--- src/fsps_regs.svh ---
`ifndef FSPS_REGS_SVH
`define FSPS_REGS_SVH

// register byte offsets (low address byte)
`define FSPS_OFS_CTRL     8'h00
`define FSPS_OFS_POINTER  8'h04
`define FSPS_OFS_DATA     8'h08
`define FSPS_OFS_STORE    8'h0c
`define FSPS_OFS_LOAD     8'h10

// control/status field positions
`define FSPS_BIT_PGM_EN   0
`define FSPS_BIT_ERASE    1
`define FSPS_BIT_WRITE    2
`define FSPS_BIT_LOCK     3
`define FSPS_BIT_BCLR     4
`define FSPS_BIT_BUSY     6
`define FSPS_BIT_IEN      7

// command patterns over {bclr, lock, write, erase, pgm_en}
`define FSPS_PAT_LOAD     5'h01
`define FSPS_PAT_ERASE    5'h03
`define FSPS_PAT_WRITE    5'h05
`define FSPS_PAT_LOCK     5'h09
`define FSPS_PAT_BCLR     5'h11

// lock value position in the low data byte
`define FSPS_LOCK_MSB     5
`define FSPS_LOCK_LSB     2

// store must follow the control write within this many cycles
`define FSPS_ARM_CYCLES   3'd4

// reset values and fixed read-back values
`define FSPS_RST_PTR      16'h0000
`define FSPS_RST_DATA     16'h0000
`define FSPS_RST_LOCK     4'hf
`define FSPS_RST_RDATA    32'h0000_0000
`define FSPS_ERASED_WORD  16'hffff
`define FSPS_BLOCKED_BYTE 8'h00

`endif

--- src/fsps_pkg.sv ---
package fsps_pkg;

   // operation handed to the flash array
   typedef enum logic [1:0] {
      FSPS_OP_NONE,
      FSPS_OP_ERASE,
      FSPS_OP_WRITE,
      FSPS_OP_LOCK
   } fsps_op_t;

   // sequencer states
   typedef enum logic {
      FSPS_IDLE,
      FSPS_BUSY
   } fsps_state_t;

endpackage

--- src/fsps_sequencer.sv ---
`timescale 1ns/1ps
`include "fsps_regs.svh"

module fsps_sequencer #(
   parameter int WORD_BITS = 6,             // word index width
   parameter int PAGE_BITS = 15 - WORD_BITS, // page index width
   parameter int LIVE_PAGES = 448           // pages readable while write
)(
   input  wire logic                 mclk,
   input  wire logic                 arst_n,
   input  wire logic                 hsel,
   input  wire logic [31:0]          haddr,
   input  wire logic [1:0]           htrans,
   input  wire logic                 hwrite,
   input  wire logic [2:0]           hsize,
   input  wire logic [31:0]          hwdata,
   input  wire logic                 hready,
   output logic                      hreadyout,
   output logic                      hresp,
   output logic [31:0]               hrdata,
   input  wire logic                 eeprom_write_busy,
   input  wire logic                 eeprom_write_start,
   output fsps_pkg::fsps_op_t        fl_op,
   output logic                      fl_start,
   output logic [PAGE_BITS-1:0]      fl_page,
   output logic [3:0]                fl_lock_bits,
   input  wire logic                 fl_done,
   input  wire logic [WORD_BITS-1:0] fl_buf_idx,
   output logic [15:0]               fl_buf_data,
   output logic [15:0]               load_addr,
   input  wire logic [7:0]           load_rdata,
   output logic                      cpu_halt,
   output logic                      section_block,
   output logic                      spm_irq
);

   localparam int NWORDS = 1 << WORD_BITS;         // words in a page
   localparam logic [PAGE_BITS-1:0] LIVE_LIM = PAGE_BITS'(LIVE_PAGES);

   // bus pipeline
   logic                   wr_pend_q;    // write data phase pending
   logic [7:0]             wr_ofs_q;     // offset of pending write
   logic                   hreadyout_q;  // always ready
   logic                   hresp_q;      // always okay
   logic [31:0]            hrdata_q;     // read data for data phase
   logic [31:0]            rd_val;       // read mux
   logic                   acc;          // address phase taken

   // software visible state
   logic [15:0]            ptr_q;        // address pointer
   logic [15:0]            data_q;       // data pair, high:low
   logic                   pgm_en_q;     // program enable bit
   logic                   ers_q;        // page erase command bit
   logic                   wrt_q;        // page write command bit
   logic                   lock_q;       // lock set command bit
   logic                   bclr_q;       // busy clear command bit
   logic                   ien_q;        // interrupt enable
   logic                   busy_q;       // section busy flag
   logic [2:0]             cnt_q;        // arm window countdown

   // sequencer state
   fsps_pkg::fsps_state_t  state_q;
   fsps_pkg::fsps_op_t     fl_op_q;
   logic                   fl_start_q;
   logic [PAGE_BITS-1:0]   fl_page_q;
   logic [3:0]             fl_lock_q;
   logic                   cpu_halt_q;
   logic                   irq_q;
   logic [15:0]            buf_data_q;

   // page buffer and its written-once mask
   logic [15:0]            buf_mem [NWORDS];
   logic [NWORDS-1:0]      loaded_q;
   logic [NWORDS-1:0]      loaded_d;

   // decoded strobes
   logic                   wr_ctrl, wr_store, ctrl_take, store_go;
   logic                   go_load, go_erase, go_write, go_lock;
   logic                   go_bclr, go_other, op_done, expire, buf_clr;
   logic [4:0]             cmd_v;
   logic [PAGE_BITS-1:0]   ptr_page;     // page field of pointer
   logic [WORD_BITS-1:0]   ptr_word;     // word field of pointer
   logic                   idle;

   assign hreadyout    = hreadyout_q;
   assign hresp        = hresp_q;
   assign hrdata       = hrdata_q;
   assign fl_op        = fl_op_q;
   assign fl_start     = fl_start_q;
   assign fl_page      = fl_page_q;
   assign fl_lock_bits = fl_lock_q;
   assign fl_buf_data  = buf_data_q;
   assign cpu_halt     = cpu_halt_q;
   assign section_block = busy_q;    // reads of section blocked while busy
   assign spm_irq      = irq_q;
   // byte address including bit 0 for program memory load
   assign load_addr    = ptr_q;

   // pointer fields: bit 0 selects a byte and is unused by commands
   assign ptr_page = ptr_q[15:WORD_BITS+1];
   assign ptr_word = ptr_q[WORD_BITS:1];

   assign idle     = (state_q == fsps_pkg::FSPS_IDLE);
   assign acc      = hsel & htrans[1] & hready;
   assign wr_ctrl  = wr_pend_q & (wr_ofs_q == `FSPS_OFS_CTRL);
   assign wr_store = wr_pend_q & (wr_ofs_q == `FSPS_OFS_STORE);
   // control writes are refused during an eeprom write or an operation
   assign ctrl_take = wr_ctrl & idle & ~eeprom_write_busy;
   // a store counts only inside the arm window of an enabled command
   assign store_go = wr_store & idle & pgm_en_q & (cnt_q != 3'd0)
                   & ~eeprom_write_busy;
   assign cmd_v    = {bclr_q, lock_q, wrt_q, ers_q, pgm_en_q};
   assign go_load  = store_go & (cmd_v == `FSPS_PAT_LOAD);
   assign go_erase = store_go & (cmd_v == `FSPS_PAT_ERASE);
   assign go_write = store_go & (cmd_v == `FSPS_PAT_WRITE);
   assign go_lock  = store_go & (cmd_v == `FSPS_PAT_LOCK);
   assign go_bclr  = store_go & (cmd_v == `FSPS_PAT_BCLR);
   assign go_other = store_go & ~(go_load | go_erase | go_write
                                  | go_lock | go_bclr);
   assign op_done  = ~idle & fl_done;
   // window ran out with no store: cancel the armed command
   assign expire   = idle & (cnt_q == 3'd1) & ~store_go;

   // read mux, evaluated in the address phase
   always_comb begin
      rd_val = 32'h0000_0000;               // unmapped reads give zero
      unique case (haddr[7:0])
         `FSPS_OFS_CTRL: begin
            rd_val[`FSPS_BIT_PGM_EN] = pgm_en_q;
            rd_val[`FSPS_BIT_ERASE]  = ers_q;
            rd_val[`FSPS_BIT_WRITE]  = wrt_q;
            rd_val[`FSPS_BIT_LOCK]   = lock_q;
            rd_val[`FSPS_BIT_BCLR]   = bclr_q;
            rd_val[`FSPS_BIT_BUSY]   = busy_q;
            rd_val[`FSPS_BIT_IEN]    = ien_q;
         end
         `FSPS_OFS_POINTER: rd_val[15:0] = ptr_q;
         `FSPS_OFS_DATA:    rd_val[15:0] = data_q;
         `FSPS_OFS_LOAD: begin
            // blocked section reads back a fixed byte while it is busy
            if (busy_q && (ptr_page < LIVE_LIM)) begin
               rd_val[7:0] = `FSPS_BLOCKED_BYTE;
            end else begin
               rd_val[7:0] = load_rdata;
            end
         end
         default: rd_val = 32'h0000_0000;
      endcase
   end

   // bus slave: zero wait states, so the data phase is always one cycle
   always_ff @(posedge mclk or negedge arst_n) begin
      if (!arst_n) begin
         wr_pend_q   <= 1'b0;
         wr_ofs_q    <= 8'h00;
         hreadyout_q <= 1'b1;
         hresp_q     <= 1'b0;
         hrdata_q    <= `FSPS_RST_RDATA;
      end else begin
         wr_pend_q   <= acc & hwrite;
         wr_ofs_q    <= haddr[7:0];
         hreadyout_q <= 1'b1;
         hresp_q     <= 1'b0;
         if (acc && !hwrite) begin
            hrdata_q <= rd_val;
         end
      end
   end

   // pointer and data pair; free to change while an operation runs
   always_ff @(posedge mclk or negedge arst_n) begin
      if (!arst_n) begin
         ptr_q  <= `FSPS_RST_PTR;
         data_q <= `FSPS_RST_DATA;
      end else begin
         if (wr_pend_q && wr_ofs_q == `FSPS_OFS_POINTER) begin
            ptr_q <= hwdata[15:0];
         end
         if (wr_pend_q && wr_ofs_q == `FSPS_OFS_DATA) begin
            data_q <= hwdata[15:0];
         end
      end
   end

   // arm window: loaded by an enabling control write, counts down
   always_ff @(posedge mclk or negedge arst_n) begin
      if (!arst_n) begin
         cnt_q <= 3'd0;
      end else if (ctrl_take && hwdata[`FSPS_BIT_PGM_EN]) begin
         cnt_q <= `FSPS_ARM_CYCLES;
      end else if (store_go) begin
         cnt_q <= 3'd0;
      end else if (cnt_q != 3'd0) begin
         cnt_q <= cnt_q - 3'd1;
      end
   end

   // command bits: a fresh control write wins over any clearing event
   always_ff @(posedge mclk or negedge arst_n) begin
      if (!arst_n) begin
         pgm_en_q <= 1'b0;
         ers_q    <= 1'b0;
         wrt_q    <= 1'b0;
         lock_q   <= 1'b0;
         bclr_q   <= 1'b0;
         ien_q    <= 1'b0;
      end else if (ctrl_take) begin
         pgm_en_q <= hwdata[`FSPS_BIT_PGM_EN];
         ers_q    <= hwdata[`FSPS_BIT_ERASE];
         wrt_q    <= hwdata[`FSPS_BIT_WRITE];
         lock_q   <= hwdata[`FSPS_BIT_LOCK];
         bclr_q   <= hwdata[`FSPS_BIT_BCLR];
         ien_q    <= hwdata[`FSPS_BIT_IEN];
      end else if (op_done || go_load || go_bclr || go_other || expire) begin
         // completion or cancel: clearing enable tells software it is done
         pgm_en_q <= 1'b0;
         ers_q    <= 1'b0;
         wrt_q    <= 1'b0;
         lock_q   <= 1'b0;
         bclr_q   <= 1'b0;
      end
   end

   // section busy flag: set by erase or write, held until busy-clear
   always_ff @(posedge mclk or negedge arst_n) begin
      if (!arst_n) begin
         busy_q <= 1'b0;
      end else if (go_erase || go_write) begin
         busy_q <= 1'b1;
      end else if (go_bclr) begin
         busy_q <= 1'b0;
      end
   end

   // operation sequencer toward the flash array
   always_ff @(posedge mclk or negedge arst_n) begin
      if (!arst_n) begin
         state_q    <= fsps_pkg::FSPS_IDLE;
         fl_op_q    <= fsps_pkg::FSPS_OP_NONE;
         fl_start_q <= 1'b0;
         fl_page_q  <= '0;
         fl_lock_q  <= `FSPS_RST_LOCK;
         cpu_halt_q <= 1'b0;
      end else begin
         fl_start_q <= 1'b0;
         unique case (state_q)
            fsps_pkg::FSPS_IDLE: begin
               if (go_erase || go_write) begin
                  // page latched now; each op takes its own pointer value
                  state_q    <= fsps_pkg::FSPS_BUSY;
                  fl_start_q <= 1'b1;
                  fl_op_q    <= go_erase ? fsps_pkg::FSPS_OP_ERASE
                                         : fsps_pkg::FSPS_OP_WRITE;
                  fl_page_q  <= ptr_page;
                  // halting section stops the core; other lets it fetch
                  cpu_halt_q <= (ptr_page >= LIVE_LIM);
               end else if (go_lock) begin
                  // pointer ignored, no section blocked, core runs on
                  state_q    <= fsps_pkg::FSPS_BUSY;
                  fl_start_q <= 1'b1;
                  fl_op_q    <= fsps_pkg::FSPS_OP_LOCK;
                  fl_lock_q  <= data_q[`FSPS_LOCK_MSB:`FSPS_LOCK_LSB];
                  cpu_halt_q <= 1'b0;
               end
            end
            fsps_pkg::FSPS_BUSY: begin
               if (fl_done) begin
                  state_q    <= fsps_pkg::FSPS_IDLE;
                  fl_op_q    <= fsps_pkg::FSPS_OP_NONE;
                  cpu_halt_q <= 1'b0;
               end
            end
         endcase
      end
   end

   // buffer clear sources; a same-cycle load still sets its mask bit, but its data is dropped if the word was already loaded
   assign buf_clr = (op_done && fl_op_q == fsps_pkg::FSPS_OP_WRITE)
                  | go_bclr
                  | (eeprom_write_start & (|loaded_q));

   always_comb begin
      loaded_d = buf_clr ? '0 : loaded_q;
      if (go_load) begin
         loaded_d[ptr_word] = 1'b1;
      end
   end

   // written-once mask; clearing it empties the buffer
   always_ff @(posedge mclk or negedge arst_n) begin
      if (!arst_n) begin
         loaded_q <= '0;
      end else begin
         loaded_q <= loaded_d;
      end
   end

   // buffer storage, no reset: the mask decides what is valid
   always_ff @(posedge mclk) begin
      // a second load to a written word is dropped
      if (go_load && !loaded_q[ptr_word]) begin
         buf_mem[ptr_word] <= data_q;
      end
   end

   // flash side buffer read; unloaded words read as erased
   always_ff @(posedge mclk or negedge arst_n) begin
      if (!arst_n) begin
         buf_data_q <= `FSPS_ERASED_WORD;
      end else if (loaded_q[fl_buf_idx]) begin
         buf_data_q <= buf_mem[fl_buf_idx];
      end else begin
         buf_data_q <= `FSPS_ERASED_WORD;
      end
   end

   // level interrupt, high while enabled and enable bit reads clear
   always_ff @(posedge mclk or negedge arst_n) begin
      if (!arst_n) begin
         irq_q <= 1'b0;
      end else begin
         irq_q <= ien_q & ~pgm_en_q;
      end
   end
endmodule

--- config.mk ---
export PLATFORM = sky130hd
export DESIGN_NAME = fsps_sequencer
export DESIGN_NICKNAME = d
export VERILOG_FILES = /design/src/fsps_pkg.sv /design/src/fsps_sequencer.sv
export VERILOG_INCLUDE_DIRS = /design/src
export SDC_FILE = /design/constraint.sdc
export NUM_CORES = 1
export LEC_CHECK = 0
export BUFFER_PORTS_ARGS = -buffer_cell sky130_fd_sc_hd__buf_2
export CORE_UTILIZATION = 35
export CTS_CLUSTER_DIAMETER = 80
export DETAILED_ROUTE_END_ITERATION = 10
export HOLD_SLACK_MARGIN = 0.03
export PLACE_DENSITY = 0.55
export RECOVER_POWER = 25
export SYNTH_ARGS = -nofsm -noshare
export SYNTH_HDL_FRONTEND = slang
export SYNTH_SLANG_ARGS = --single-unit
--- constraint.sdc ---
create_clock -name mclk -period 4.9 [get_ports mclk]
set_input_delay 0.245 -clock mclk [delete_from_list [all_inputs] [get_ports mclk]]
set_output_delay 0.245 -clock mclk [all_outputs]
set_load 0.01 [all_outputs]
Yosys cells after proc, flatten, opt, wreduce, memory -nomap -nowiden
Memory sizes are Yosys's and may differ from the RTL's. Index checks and enable logic that the tools add are counted.

Memories: 1. Logic and storage cells: 145. Register bits: 166. Output and inout bits: 85. Bits in writable memories: 1024. Input port bits: 91. Latch bits: 0. ROM bits: 0.

Multipliers: 0. Add/sub/neg operators: 1. Reductions and logical operators: 25. Magnitude comparators: 5. Shifts and indexed selects: 0. Equality and inequality tests: 15. Bitwise operators: 35. Multiplexer cells: 41. Div/mod/pow operators: 0.

Memories: buf_mem (depth 64, width 16, read ports 1, clocked after Yosys merged registers in 0, wr ports 1, RTL line fsps_sequencer.sv:72) `logic [15:0] buf_mem [NWORDS];`.

Operator list (count): 2-to-1 mux 64 bit (2); bitwise OR 64 bit (1); OR reduction 64 bit (1); == test 8 x 4 -> 1 bit (second input constant) (3); bitwise AND 1 bit (22); 2-to-1 mux 1 bit (20); case mux 5 bit (4 select lines) (1); == test 8 x 3 -> 1 bit (second input constant) (2); logical NOT 8 bit (2); 2-to-1 mux 16 bit (1); case mux 8 bit (2 select lines) (1); less-than comparator 6 x 7 -> 1 bit (second input constant) (2); binary-select mux 1 bit (select 6 bit) (2); greater-or-equal comparator 9 bit (second input constant) (1); less-than comparator 9 bit (second input constant) (1); 2-to-1 mux 3 bit (3); == test 8 x 5 -> 1 bit (second input constant) (1); logical AND 1 bit (8); 2-to-1 mux 2 bit (4); 2-to-1 mux 8 bit (1); case mux 2 bit (4 select lines) (1); demux 1 bit (select 6 bit) (1); greater-or-equal comparator 6 x 1 -> 1 bit (second input constant) (1); NOT 1 bit (6); other kinds (20) (34).

Logic depth before layout (Yosys ltp)
Gate-level depths: netlist (run 1).

Depth after elaboration: 17. Depth in mapped cells: 11. Depth with buffers taken out: 8.

Worst setup path before layout (run 1)
No wires, ideal clock.

Path kind: register to register. Start: register cnt_q[0]. End: memory buf_mem[10][0] (enable). Slack: 1129 ps. Arrival time: 3362 ps. Path buffers: 3. Stages on the path, launching flop included: 12. Clock period less this slack: 3771 ps. Required time: 4491 ps. Setup time: 409 ps. Path through: dfrtp_1 > inv_1 > ha_1 > nor2b_1 > or3_1 > buf_2 > nor4_4 > o2111ai_2 > or2_1 > buf_2 > buf_6 > nor3_1.

Word-level cells in the longest chain between the ends: 7.

RTL lines: from (decl) (RTL line fsps_sequencer.sv:59) `logic [2:0] cnt_q;`; from (signal assigned) (RTL line fsps_sequencer.sv:190) `` cnt_q <= `FSPS_ARM_CYCLES; ``; from (signal assigned) (RTL line fsps_sequencer.sv:194) `cnt_q <= cnt_q - 3'd1;`; nonzero test 3 bit (RTL line fsps_sequencer.sv:110) `assign store_go = wr_store & idle & pgm_en_q & (cnt_q != 3'd0)`; bitwise AND 1 bit (RTL line fsps_sequencer.sv:110); bitwise AND 1 bit (RTL line fsps_sequencer.sv:111) `& ~eeprom_write_busy;`; bitwise AND 1 bit (RTL line fsps_sequencer.sv:113) `` assign go_load = store_go & (cmd_v == `FSPS_PAT_LOAD); ``; logical AND 1 bit (RTL line fsps_sequencer.sv:301) `if (go_load && !loaded_q[ptr_word]) begin`; 2-to-1 mux 1 bit (RTL line fsps_sequencer.sv:301); 2-to-1 mux 1 bit (not written as such) (RTL line fsps_sequencer.sv:302) `buf_mem[ptr_word] <= data_q;`; to (decl) (RTL line fsps_sequencer.sv:72).

No other way between the ends.

Final worst setup path (run 1)
Start: register data_q[11]. End: memory buf_mem[19][11], data pin.

RTL lines: from (decl) (RTL line fsps_sequencer.sv:51) `logic [15:0] data_q;`; from (signal assigned) (RTL line fsps_sequencer.sv:174) `` data_q <= `FSPS_RST_DATA; ``; from (signal assigned) (RTL line fsps_sequencer.sv:180) `data_q <= hwdata[15:0];`.

No word-level cell before the write port.

==> run metrics, run 1 <==
outcome finished, violations left; failing checks max-capacitance violations, max-slew violations; leading area contributor after synthesis edfxtp_1; PnR Total Power approximately 21 mW; peak supply drop 0.000261 V; post-detail-place hpwl between 70 and 80 mm; largest family of logic cells by synthesized area multiplexers; final worst slack 1020 ps; Post-Synthesis Cells 2565; Critical Path AT 3820 ps; Async S/R FF share, synth approximately 14%; switching share of power 21.6%; power density over the cells between 300 and 400 mW/mm2; most frequent cells in the layout 1024 x edfxtp_1, 212 x mux4_2, 162 x a22oi_1; I/O pins 176; area share of the largest cell type after synthesis 64.7%; Final Hold Viols 0; DR vias/cell roughly 5.4; mux cell area share after synthesis 14.3%; htree depth 3; Hold Path Stages 4; Routed Antenna Nets 0; ys flop type edfxtp_1; pre-CTS setup slack 1110 ps; Die X 370 um; CTS root buf clkbuf_16; Post-Synth Adder-Cell Area 0.0790%; area grow syn2layout 16.2%; final slew viol count 900; synth warn 0; worst clock skew 34.8 ps; row cnt between 100 and 150; Leakage 18.5 nW; clock latency on the worst-skew pair 720 ps; Synth Area per Inst approximately 19 um2; post-synth cell types 68; startpoint types flip-flop; final setup fails 0; sequential area share after synthesis 73.5%; Core ar. ~0.13 mm2; required time at the worst-slack endpoint 4850 ps; post-synthesis simple-gate area fraction 4.41%; critical path depth in cells 1; RSZ-0062 raised after global routing no; drt wl/cell 26.3 um; Hold WC Path Type in2reg; GPL Wtd Cong 0.847; final setup TNS 0 ps; Crit Path Class reg2reg; Post-Route WL between 100 and 150 mm; GRT Overall Usage 17.9%; Clock Power Share between 40% and 50%; vias 25600; CTS tree built; TritonRoute pass-1 iters 6; total CTS buffers 121; crit share post-route 79.1%; Crit path largest cell delay 2630 ps; number of flops mapped to enable cells by yosys a little over 1000; largest net degree at the start of global routing 103; crit path max fanout 64; CP Cell Sequence clkbuf_1; reg2reg path depth 1; synth top area cells edfxtp_1 65%, mux4_2 10%, dfrtp_1 7.7%; number of global-route vias before repair 26000; Sequential Power Share 52.0%; crit path max-delay cell type clkbuf_1; # DRC 0; Worst path top cell family by delay buffers and inverters; die height 370 um; clock sink total 1190; Crit. End Element flip-flop; commonest non-fill, non-tap cell in the layout edfxtp_1; Cell Int Power ~17 mW; Synth Area in Compound Gates 5.73%; GRT overflow 0; DR iter-0 viols between 2000 and 3000; Net Switching 4.61 mW; Slew HR -154%; first-pass GRT wire length roughly 180 mm; Setup Fix Bufs, Post-CTS 0; Logic pwr share about 5.0%; reg2reg start data_q[11]; Period minus WS final 3880 ps; max cap viols 14; FMAX 0.258 GHz; Starting Density between 30% and 40%; layout cells sized above 1 about 28%; xor/xnor cell area share of the yosys netlist 0.0184%; Buf/Inv on CP 1; HP Start eeprom_write_busy; initial antenna violation count 4; die area roughly 0.14 mm2; clk slew on worst S/H paths 60 ps; Post-Syn Area 0.0475 mm2; Critical Path Source data_q[11]; flop and latch count out of synthesis 1190; worst slew pin tran 3810 ps; number of nets in the layout 2916; Buffers on Ports 113; Max Buffers Root-to-Sink 3
layer usage:
metal	global-route usage [%]	share of wire [%]	wire length [um]
met1	25.9	44	54700
met2	28.2	47	58100
met3	2.90	6.1	7600
met4	4.66	2.6	3260
met5	0	0.031	38
cell usage after synthesis, drive strengths merged, types with 3 or more instances:
cell type and instances:
ha 3, nand2b 4, a21oi 47, nor2 147
a22o 12, nand3b 4, nor4 29, or3b 3
o221ai 3, or3 10, a2111oi 33, edfxtp 1024
mux2 81, nor3 40, a222oi 7, mux2i 109
or4 3, nand4 4, and3b 4, and2 38
dfstp 20, and3 3, mux4 212, nor2b 7
buf 102, o21ai 75, a31o 16, o2111ai 5
a21boi 4, o22ai 3, inv 10, nand3 43
a22oi 162, nor3b 6, or2 4, nand2 38
clkbuf 78, dfrtp 146
cells by family after synthesis:
family | count (synthesis)
compound gates | 384
xor+xnor | 1
fa+ha+maj | 3
buf+inv | 191
flops | 1190
mux | 402
other cells | 2
simple gates | 392
what timing repair did:
action                                 in CTS  in global routing
endpoints found under the hold margin     122                  0
hold buffers                               36                  0
gates resized for setup                     0                  0
power by group through the flow:
stage | clock network (mW) | registers, mW | logic (mW)
after floorplan | 0 | 11.3 | 0.554
after global placement | 0 | 11.3 | 1.04
after detailed placement | 0 | 11.3 | 1.06
after CTS | 9.38 | 11.1 | 1.09
after global routing | 9.75 | 11.1 | 1.14
final | 9.18 | 11.1 | 1.07
through the flow:
step | hold WS (ps) | instances | area (um2) | util [%]
CTS | 43.1 | 4697 | 55300 | 41.3
global route | 80.5 | 4698 | 55200 | 41.2
global placement | 329 | 4431 | 50900 | 38.0
floorplan | -50.6 | 2581 | 47600 | -
finish | 94.7 | 4699 | 55200 | 41.2
detailed placement | 343 | 4431 | 50900 | 38.0
cell type report:
| type | count | area (um2) |
|---|---|---|
| Tap cell | 1768 | 2210 |
| Timing Repair Buffer | 298 | 2070 |
| Antenna cell | 2 | 5.00 |
| Clock buffer | 160 | 3350 |
| Multi-Input combinational cell | 1200 | 11900 |
| Sequential cell | 1190 | 34900 |
| Clock inverter | 70 | 654 |
| Inverter | 11 | 41.3 |
| Fill cell | 11700 | 78800 |
sequential cells by signal, indices dropped and copies added (netlist names):
signal and flops:
ers_q 1, lock_q 1, fl_start 1, state_q 1
section_block 1, wr_ofs_q 8, cnt_q 3, buf_mem 1024
load_addr 16, cpu_halt 1, ien_q 1, wr_pend_q 1
bclr_q 1, wrt_q 1, data_q 16, hrdata 16
spm_irq 1, loaded_q 64, fl_op 2, fl_lock_bits 4
pgm_en_q 1, fl_buf_data 16, fl_page 9
path summary, 6_finish.rpt:
check                             endpoint  slack, ps
max                        buf_mem[19][11]       1020
min                                  ien_q         90
max reg2reg                buf_mem[19][11]       1020
min reg2reg                     hrdata[13]        480
max in group asynchronous     loaded_q[40]       1980
min in group asynchronous     load_addr[3]        180
(Power assumes the default switching activity.)
==> run 2: changes to the inputs <==
- ABC_AREA: unset -> 1
- PLACE_DENSITY: 0.55 -> 0.57
- clock period: 4.9 -> 3.1 ns (I/O delays scaled with it)
==> run 2 against run 1 <==
The flow still finishes with violations (max-capacitance violations, max-slew violations). Setup slack got worse by 830 ps. Clock power rose by 58%. Power increased by 59%. Synthesized cell count increased by 83%.
==> run metrics, run 2 <==
GRT Overall Usage between 10% and 20%; Worst path top cell family by delay buffers and inverters; crit path max-delay cell type dlymetal6s4s_1; clk slew on worst S/H paths 60 ps; die area 0.144 mm2; RSZ-0062 raised after global routing no; reg2reg path depth 1; max cap viols 8; Starting Density 35.3%; GPL Wtd Cong 0.877; Largest register FFs 1024; Post-Route WL 141 mm; Synth Area per Inst about 11 um2; DR vias/cell around 5; Max Buffers Root-to-Sink 3; Crit path largest cell delay 1410 ps; synth warn 0; largest registers buf_mem (1024), loaded_q (64); commonest non-fill, non-tap cell in the layout nand2_1; Final Hold Viols 0; Hold WC Path Type in2reg; total CTS buffers approximately 120; Buffers on Ports 113; post-synth cell types 29; die height 379 um; required time at the worst-slack endpoint 3390 ps; footprint of the multi-input gates 0.0134 mm2; fin util 41.0%; # DRC 0; vias about 35000; clock latency on the worst-skew pair 750 ps; final setup TNS 0 ps; Hold Path Stages 2; crit path max fanout 35; Post-Synthesis Cells 4700; flop and latch count out of synthesis 1190; layout cells sized above 1 between 10% and 20%; worst slew pin tran 2200 ps; synth top area cells edfxtp_1 62%, nand2_1 14%, nand3_1 9.8%; drt wl/cell between 20 and 25 um; CTS root buf clkbuf_16; startpoint types flip-flop; post-detail-place hpwl roughly 85 mm; Post-Syn Area 0.0499 mm2; worst clock skew between 20 and 30 ps; most frequent cells in the layout 1831 x nand2_1, 1024 x edfxtp_1, 973 x nand3_1; peak supply drop between 0.0004 and 0.0005 V; Core ar. 0.141 mm2; Reg with most FFs buf_mem; FMAX about 0.34 GHz; final slew viol count 421; Leakage approximately 21 nW; ys flop type edfxtp_1; Crit. End Element flip-flop; Commonest cells post-synth 1832 x nand2_1, 1024 x edfxtp_1, 973 x nand3_1; Period minus WS final 2910 ps; I/O pins 176; Crit Path Class reg2reg; Die X roughly 380 um; CP Cell Sequence dlymetal6s4s_1; final setup fails 0; outcome finished, violations left; cts repair resizes 0; area grow syn2layout 16.2%; sequential area share after synthesis between 70 and 80%; number of global-route vias before repair ~33000; DR iter-0 viols roughly 3900; Buf/Inv on CP 1; power density over the cells 586 mW/mm2; Fillers 13400; area share of the largest cell type after synthesis 61.7%; top-count cell post-synth nand2_1; row cnt 138; Routed Antenna Nets 0; clock sink total 1190; CTS tree built; htree depth 3; final instance area 0.0579 mm2; crit share post-route 93.7%; Async S/R FF share, synth ~14%; TritonRoute pass-1 iters 7; leading area contributor after synthesis edfxtp_1; number of flops mapped to enable cells by yosys 1024; failing checks max-capacitance violations, max-slew violations; register area ~0.035 mm2; Slew HR -46.4%; Critical Path AT 3190 ps; critical path depth in cells 1; GRT overflow 0; first-pass GRT wire length ~210 mm; largest net degree at the start of global routing 164; Post-DP Area 0.0536 mm2; number of nets in the layout 4960; initial antenna violation count 3
run 2: worst paths after layout:
check	startpoint	to	slack, ps
max	data_q[12]	buf_mem[28][12]	190
min	haddr[7]	wr_ofs_q[7]	100
max reg2reg	data_q[12]	buf_mem[28][12]	190
min reg2reg	hrdata[5]	hrdata[5]	480
max in group asynchronous	arst_n	loaded_q[30]	550
min in group asynchronous	arst_n	wr_ofs_q[0]	520
run 2: kinds of logic after synthesis:
group | share of synthesized area (%)
xor gates and xnor gates | 0.0176
AOI/OAI and AO/OA | 1.61
DFF | 70.1
adders and majority gates | 0.0753
and+or+nand+nor | 25.0
other | 0.0151
buffers and inverters | 3.20
run 2: routing by layer:
| metal | vias to the layer above | global-route usage (%) | share of wire (%) |
|---|---|---|---|
| li1 | 16400 | - | - |
| met4 | 4 | 5.44 | 2.2 |
| met1 | 16900 | 28.6 | 45 |
| met5 | - | 0 | 0.023 |
| met3 | 197 | 2.68 | 7.2 |
| met2 | 1208 | 30.3 | 45 |
run 2: timing repair:
item / 4_1_cts / 5_1_grt
buffers inserted: 0 / 0
hold buffers: 53 / 0
endpoints found under the hold margin: 175 / 0
run 2: through the flow:
stage               std cells  hold slack, ps  setup WS (ps)  total power [mW]
finish                   6865             101            195              33.9
detailed placement       6580             278            337              19.8
global route             6864             128           50.0              35.0
CTS                      6864            30.2            324              34.2
global placement         6580             278            392              19.7
floorplan                4716            -141            339              18.9
run 2: area by class of cell:
| type | count | area share, % |
|---|---|---|
| Sequential cell | 1190 | 60.3 |
| Tap cell | 1890 | 4.08 |
| Clock buffer | 147 | 5.43 |
| Multi-Input combinational cell | 3152 | 23.2 |
| Clock inverter | 84 | 1.30 |
| Antenna cell | 1 | 0.00432 |
| Inverter | 70 | 0.484 |
| Timing Repair Buffer | 331 | 5.17 |
run 2: report_power, final:
group	internal (mW)	switching (mW)
registers	17.3	0.0594
clock network	8.22	6.25
logic	0.600	1.49
total	26.1	7.81
